[config.mk]
export PLATFORM = sky130hd
export DESIGN_NAME = hwmul_unit
export DESIGN_NICKNAME = d
export VERILOG_FILES = /design/src/hw/hwmul_pkg.sv /design/src/hw/hwmul_mul33.sv /design/src/hw/hwmul_unit.sv
export VERILOG_INCLUDE_DIRS = /design/src /design/src/hw
export SDC_FILE = /design/constraint.sdc
export NUM_CORES = 2
export LEC_CHECK = 0
export ABC_AREA = 1
export BUFFER_PORTS_ARGS = -buffer_cell sky130_fd_sc_hd__buf_2
export CORE_MARGIN = 5
export CORE_UTILIZATION = 55
export DETAILED_ROUTE_END_ITERATION = 7
export GPL_TIMING_DRIVEN = 0
export HOLD_SLACK_MARGIN = 0.12
export MAX_ROUTING_LAYER = met4
export PLACE_DENSITY_LB_ADDON = 0.25
export SLEW_MARGIN = 25
export SYNTH_ARGS = -nofsm -noshare
export SYNTH_HDL_FRONTEND = slang
export SYNTH_SLANG_ARGS = --single-unit
[constraint.sdc]
create_clock -name mclk_in -period 1.7 [get_ports mclk_in]
set_clock_uncertainty 0.1 [all_clocks]
set_input_delay 0.34 -clock mclk_in [delete_from_list [all_inputs] [get_ports mclk_in]]
set_output_delay 0.34 -clock mclk_in [all_outputs]
set_load 0.02 [all_outputs]
[src/hw/hwmul_cfg.svh]
// constants of the halfword and word multiply unit
// Summary of operation
// - cross multiply takes a low half by b high half, xo 168 signed, 136 unsigned.
// - high halfword multiply takes both high halves, xo 40 signed, 8 unsigned.
// - low halfword multiply takes both low halves, xo 424 signed, 392 unsigned.
// - signed halfword forms multiply two's-complement halves to a 32-bit product.
// - unsigned halfword forms multiply unsigned halves to a 32-bit product.
// - primary 31 with xo 75 forms the signed 64-bit product of both words.
// - primary 31 with xo 11 forms the unsigned 64-bit product of both words.
// - high-word multiplies write the upper 32 bits and drop the lower half.
// - with the record flag set cond_field_zero is updated, else left alone.
// - nonzero reserved bits in high-word forms raise no exception.
`ifndef HWMUL_CFG_SVH
`define HWMUL_CFG_SVH
`define HWMUL_PRI_HALF 6'h04
`define HWMUL_PRI_WORD 6'h1f
`define HWMUL_XO_CHW_S 10'h0a8
`define HWMUL_XO_CHW_U 10'h088
`define HWMUL_XO_HHW_S 10'h028
`define HWMUL_XO_HHW_U 10'h008
`define HWMUL_XO_LHW_S 10'h1a8
`define HWMUL_XO_LHW_U 10'h188
`define HWMUL_XO9_HW_S 9'h04b
`define HWMUL_XO9_HW_U 9'h00b
`define HWMUL_CR_LT 3
`define HWMUL_CR_GT 2
`define HWMUL_CR_EQ 1
`define HWMUL_CR_SO 0
`define HWMUL_CR_RST 4'h0
`endif

[src/hw/hwmul_pkg.sv]
// types of the halfword and word multiply unit
package hwmul_pkg;
   typedef enum logic [1:0] {HWMUL_HALF_X, HWMUL_HALF_H, HWMUL_HALF_L}
      hwmul_sel_t;
   typedef struct packed {
      logic valid;
      logic [31:0] instr;
      logic [31:0] src_gpr_a;
      logic [31:0] src_gpr_b;
      logic xer_so;
   } hwmul_req_t;
   typedef struct packed {
      logic valid;
      logic illegal;
      logic [4:0] dest;
      logic [31:0] data;
      logic cr_we;
      logic [3:0] cond_field_zero;
   } hwmul_rsp_t;
   typedef struct packed {
      hwmul_rsp_t rsp;
   } hwmul_state_t;
endpackage : hwmul_pkg

[src/hw/hwmul_mul33.sv]
// signed 33 by 33 multiplier core
`timescale 1ns/1ps
`default_nettype none
module hwmul_mul33 (
   input wire logic [32:0] op_a_in,
   input wire logic [32:0] op_b_in,
   output logic [65:0] prod_out
);
   assign prod_out = 66'($signed(op_a_in) * $signed(op_b_in));
endmodule : hwmul_mul33
`default_nettype wire

[src/hw/hwmul_unit.sv]
// halfword and word multiply datapath with record update
`timescale 1ns/1ps
`default_nettype none
`include "hwmul_cfg.svh"
module hwmul_unit (
   input wire logic mclk_in,
   input wire logic reset_n_in,
   input wire hwmul_pkg::hwmul_req_t req_in,
   output hwmul_pkg::hwmul_rsp_t rsp_out
);
   hwmul_pkg::hwmul_state_t state_q;
   hwmul_pkg::hwmul_state_t state_d;
   logic [5:0] pri;
   logic [9:0] xo;
   logic rec;
   logic hit;
   logic is_word;
   logic sgn;
   logic [32:0] op_a;
   logic [32:0] op_b;
   logic [65:0] prod;
   logic [31:0] res;

   // extend a 32 bit or 16 bit operand into 33 signed bits
   function automatic logic [32:0] ext33(input logic [31:0] v,
                                         input logic wide, input logic s);
      if (wide) begin
         ext33 = {s & v[31], v};
      end else begin
         ext33 = {{17{s & v[15]}}, v[15:0]};
      end
   endfunction : ext33

   assign pri = req_in.instr[31:26];
   assign xo = req_in.instr[10:1];
   assign rec = req_in.instr[0];

   always_comb begin
      hit = 1'b0;
      is_word = 1'b0;
      sgn = 1'b0;
      op_a = '0;
      op_b = '0;
      if (pri == `HWMUL_PRI_HALF) begin
         hit = 1'b1;
         case (xo)
            `HWMUL_XO_CHW_S, `HWMUL_XO_CHW_U: begin
               op_a = ext33({16'h0000, req_in.src_gpr_a[15:0]}, 1'b0, 1'b0);
               op_b = ext33({16'h0000, req_in.src_gpr_b[31:16]}, 1'b0, 1'b0);
               sgn = (xo == `HWMUL_XO_CHW_S);
            end
            `HWMUL_XO_HHW_S, `HWMUL_XO_HHW_U: begin
               op_a = ext33({16'h0000, req_in.src_gpr_a[31:16]}, 1'b0, 1'b0);
               op_b = ext33({16'h0000, req_in.src_gpr_b[31:16]}, 1'b0, 1'b0);
               sgn = (xo == `HWMUL_XO_HHW_S);
            end
            `HWMUL_XO_LHW_S, `HWMUL_XO_LHW_U: begin
               op_a = ext33({16'h0000, req_in.src_gpr_a[15:0]}, 1'b0, 1'b0);
               op_b = ext33({16'h0000, req_in.src_gpr_b[15:0]}, 1'b0, 1'b0);
               sgn = (xo == `HWMUL_XO_LHW_S);
            end
            default: begin
               hit = 1'b0;
            end
         endcase
         // sign extend halves for signed forms
         // zero extend halves for unsigned forms
         op_a = ext33({16'h0000, op_a[15:0]}, 1'b0, sgn);
         op_b = ext33({16'h0000, op_b[15:0]}, 1'b0, sgn);
      end else if (pri == `HWMUL_PRI_WORD) begin
         case (xo[8:0])
            `HWMUL_XO9_HW_S: begin
               hit = 1'b1;
               sgn = 1'b1;
            end
            `HWMUL_XO9_HW_U: begin
               hit = 1'b1;
               sgn = 1'b0;
            end
            default: begin
               hit = 1'b0;
            end
         endcase
         is_word = hit;
         op_a = ext33(req_in.src_gpr_a, 1'b1, sgn);
         op_b = ext33(req_in.src_gpr_b, 1'b1, sgn);
      end
   end

   hwmul_mul33 u_mul (
      .op_a_in(op_a),
      .op_b_in(op_b),
      .prod_out(prod)
   );

   assign res = is_word ? prod[63:32] : prod[31:0];

   always_comb begin
      state_d = state_q;
      state_d.rsp.valid = req_in.valid;
      state_d.rsp.illegal = req_in.valid & ~hit;
      state_d.rsp.cr_we = 1'b0;
      if (req_in.valid && hit) begin
         state_d.rsp.dest = req_in.instr[25:21];
         state_d.rsp.data = res;
         if (rec) begin
            state_d.rsp.cr_we = 1'b1;
            state_d.rsp.cond_field_zero[`HWMUL_CR_LT] = res[31];
            state_d.rsp.cond_field_zero[`HWMUL_CR_GT] =
               ~res[31] & (res != 32'h00000000);
            state_d.rsp.cond_field_zero[`HWMUL_CR_EQ] = (res == 32'h00000000);
            state_d.rsp.cond_field_zero[`HWMUL_CR_SO] = req_in.xer_so;
         end
      end
   end

   always_ff @(posedge mclk_in or negedge reset_n_in) begin
      if (!reset_n_in) begin
         state_q.rsp.valid <= 1'b0;
         state_q.rsp.illegal <= 1'b0;
         state_q.rsp.dest <= 5'h00;
         state_q.rsp.data <= 32'h00000000;
         state_q.rsp.cr_we <= 1'b0;
         state_q.rsp.cond_field_zero <= `HWMUL_CR_RST;
      end else begin
         state_q <= state_d;
      end
   end

   assign rsp_out = state_q.rsp;
endmodule : hwmul_unit
`default_nettype wire

==> metrics.txt <==
Synth Area in Compound Gates 3.31%; Final Slew Violations 0; routed len/inst 27.0 µm; FF+latch area around 0.0011 mm²; post-synth top area share between 50 and 60%; CP max stage delay around 0.59 ns; first-pass GRT wire length ~270 mm; Pwr Density 53.7 mW/mm²; Area contributors post-synth fa_1 (53%), inv_1 (14%), nand2_1 (11%), ha_1 (6.2%), nor2_1 (4.6%); EDFF count, synth 0; worst min-delay path class primary input to flop; final wirelength around 190 mm; Die ar. ~0.083 mm²; critical path's top delay family adder cells; vias in the first global route 41400; Antenna Nets Post-Route 0; DIE WIDTH 289 µm; Setup crit end kind flop; most common cell in the synthesized netlist inv_1; Final Setup Violations 42; FFs w/ async S/R, synth 100%; DP Wirelength 152 mm; PortBufs 133; clock buffer depth 2; DR vias around 40000; Ys Warns 0; Core Footprint 0.0773 mm²; area of the multi-input gates between 0.03 and 0.04 mm²; relative slew slack 42.5%; Commonest cells post-synth inv_1 (1606), nand2_1 (1293), fa_1 (1125); worst endpoint required time 1.77 ns; fin worst setup slack -7.44 ns; Max VDD drop about 550 µV; Die Ht 289 µm; CTS root buf clkbuf_16; Post-Synth Simple-Gate Area 18.5%; maximum fanout along the worst path 4; number of distinct library cells after synthesis 51; Crit-path slowest cell fa_2; Synth Register Bits 44; # clock sinks 44; grt ovf 0; nets@finish 7375; post-synthesis mux area share 0.0468%; Min-Delay Path Depth 3; max-cap viol count 0; TritonCTS buffer count 5; RSZ-0062 raised after global routing yes; Worst setup SP type primary input; CP Data Arrival Time between 9 and 10 ns; Placed Area 0.0453 mm²; share of layout cells above drive strength 1 about a quarter; Synth Area in XOR/XNOR less than 1%; H-tree levels 2; post-synthesis sequential area ratio 2.57%; Synth Area per Inst 7.81 µm²; placed insts between 6000 and 7000; overall routing resource usage 46.9%; Cells after Synth between 5000 and 6000; crit path time final about 9.1 ns; cell depth of the worst setup path 39; Largest register FFs 44; 1st-iter DRT viols 4070; max frequency 109 MHz; largest net degree at the start of global routing 45; Layout area overhead 25.2%; area share of fa/ha/maj cells after synthesis approximately 59%; CTS clk-pin slew, worst paths 0.06 ns; filler instances 6254; Setup CP Type primary input to flop; CP bufs+invs 13; Pre-antenna DRT Iters 7; non-filler instance count after layout 6985; largest family of logic cells by synthesized area adder cells; initial antenna violation count 6; fin crit share 538%; # IOs 144; synthesized cell area 0.0428 mm²; TritonCTS clock tree built; vias per cell 5.69; final hold violations 0; Synth Flop Type dfrtp_1; setup_tns -242.95 ns; row cnt 102; GPL Wtd Cong 1.07; area leader, netlist fa_1; Worst-Skew Late Latency 0.28 ns; fin area approximately 0.054 mm²; Initial Utilization 55.3%; failing checks setup timing; Syn Nets just under 7000; DRC Markers 0; cell count of the worst reg-to-reg path 2; status finished, violations left; Leak Pwr approximately 0.029 µW; Least-Margin Pin Slew ~0.86 ns
==> cell families after synthesis <==
| family | count (synthesis) |
|---|---|
| and+or+nand+nor | 2011 |
| buffers and inverters | 1826 |
| DFF | 44 |
| AOI/OAI and AO/OA | 238 |
| adders and majority gates | 1337 |
| muxes | 2 |
| xor gates and xnor gates | 24 |
==> routing by layer <==
| metal | up-vias | global-route usage (%) | part of all wire [%] |
|---|---|---|---|
| met5 | - | - | 0 |
| met4 | 0 | 27.2 | 8.4 |
| met3 | 791 | 17.0 | 14 |
| met2 | 2704 | 66.6 | 42 |
| met1 | 20000 | 58.0 | 35 |
| li1 | 16300 | - | - |
==> through the flow <==
step | hold slack (ns) | util (%) | power, µW | setup WS [ns]
floorplan | -0.0556 | - | 1280 | -6.76
global placement | 0.353 | 58.5 | 1640 | -10.69
detailed placement | 0.367 | 58.6 | 1650 | -9.38
CTS | 0.144 | 66.6 | 2780 | -7.20
global route | 0.162 | 69.3 | 2940 | -7.68
finish | 0.155 | 69.3 | 2880 | -7.44
==> layout by cell type, fill, tap and decap left out, types with 21 or more instances in the layout <==
master,instances
a21oi_1,46
a21oi_2,29
a21oi_4,62
buf_12,65
buf_2,141
buf_4,248
buf_6,61
buf_8,36
clkbuf_16,25
clkbuf_8,28
dfrtp_1,44
fa_1,1053
fa_2,72
ha_1,167
ha_4,44
inv_1,1459
inv_2,112
inv_4,25
nand2_1,1136
nand2_2,102
nand2_4,56
nand3_1,72
nand3_2,39
nor2_1,405
nor2_2,59
nor2_4,68
o21ai_0,21
==> timing repair <==
item                                   4_1_cts  5_1_grt
endpoints found under the hold margin        0       44
setup endpoints to repair                   43       42
hold buffers                                 0        1
resized for setup                         1092      378
buffers inserted                           222       85
cloned                                       5        3
pin swaps                                  209      224
==> tightest hold or removal path, cell delays in order <==
cell and delay (ns):
buf_2 0.07, nand2_1 0.04, nand2_1 0.05
==> layout make-up <==
class	count	area share (%)
flip-flops and latches	44	2.06
inverters	1638	12.0
well taps	1040	2.43
multi-input cells	3612	71.6
clock buffers	8	0.273
repair inverters	1	0.0117
plain buffers	186	4.39
repair buffers	450	7.27
diodes	6	0.0280
==> worst paths after layout <==
path	startpoint	end	slack, ns
worst max-delay path	req_in[70]	rsp_out[1]	-7.44
worst min-delay path	req_in[89]	rsp_out[40]	0.15
worst max register to register	rsp_out[30]	rsp_out[30]	0.76
worst min register to register	rsp_out[37]	rsp_out[37]	0.38
max in group asynchronous	reset_n_in	rsp_out[6]	0.62
min in group asynchronous	reset_n_in	rsp_out[14]	0.49
==> power by group <==
part | switching (µW) | leakage, µW | internal (µW) | total, µW
Sequential | 4.99 | 0.000604 | 1060 | 1060
Clock | 391 | 0.0000712 | 586 | 977
Combinational | 567 | 0.0284 | 271 | 838
Total | 963 | 0.0290 | 1910 | 2880
Power figures use the tool's default switching activity.
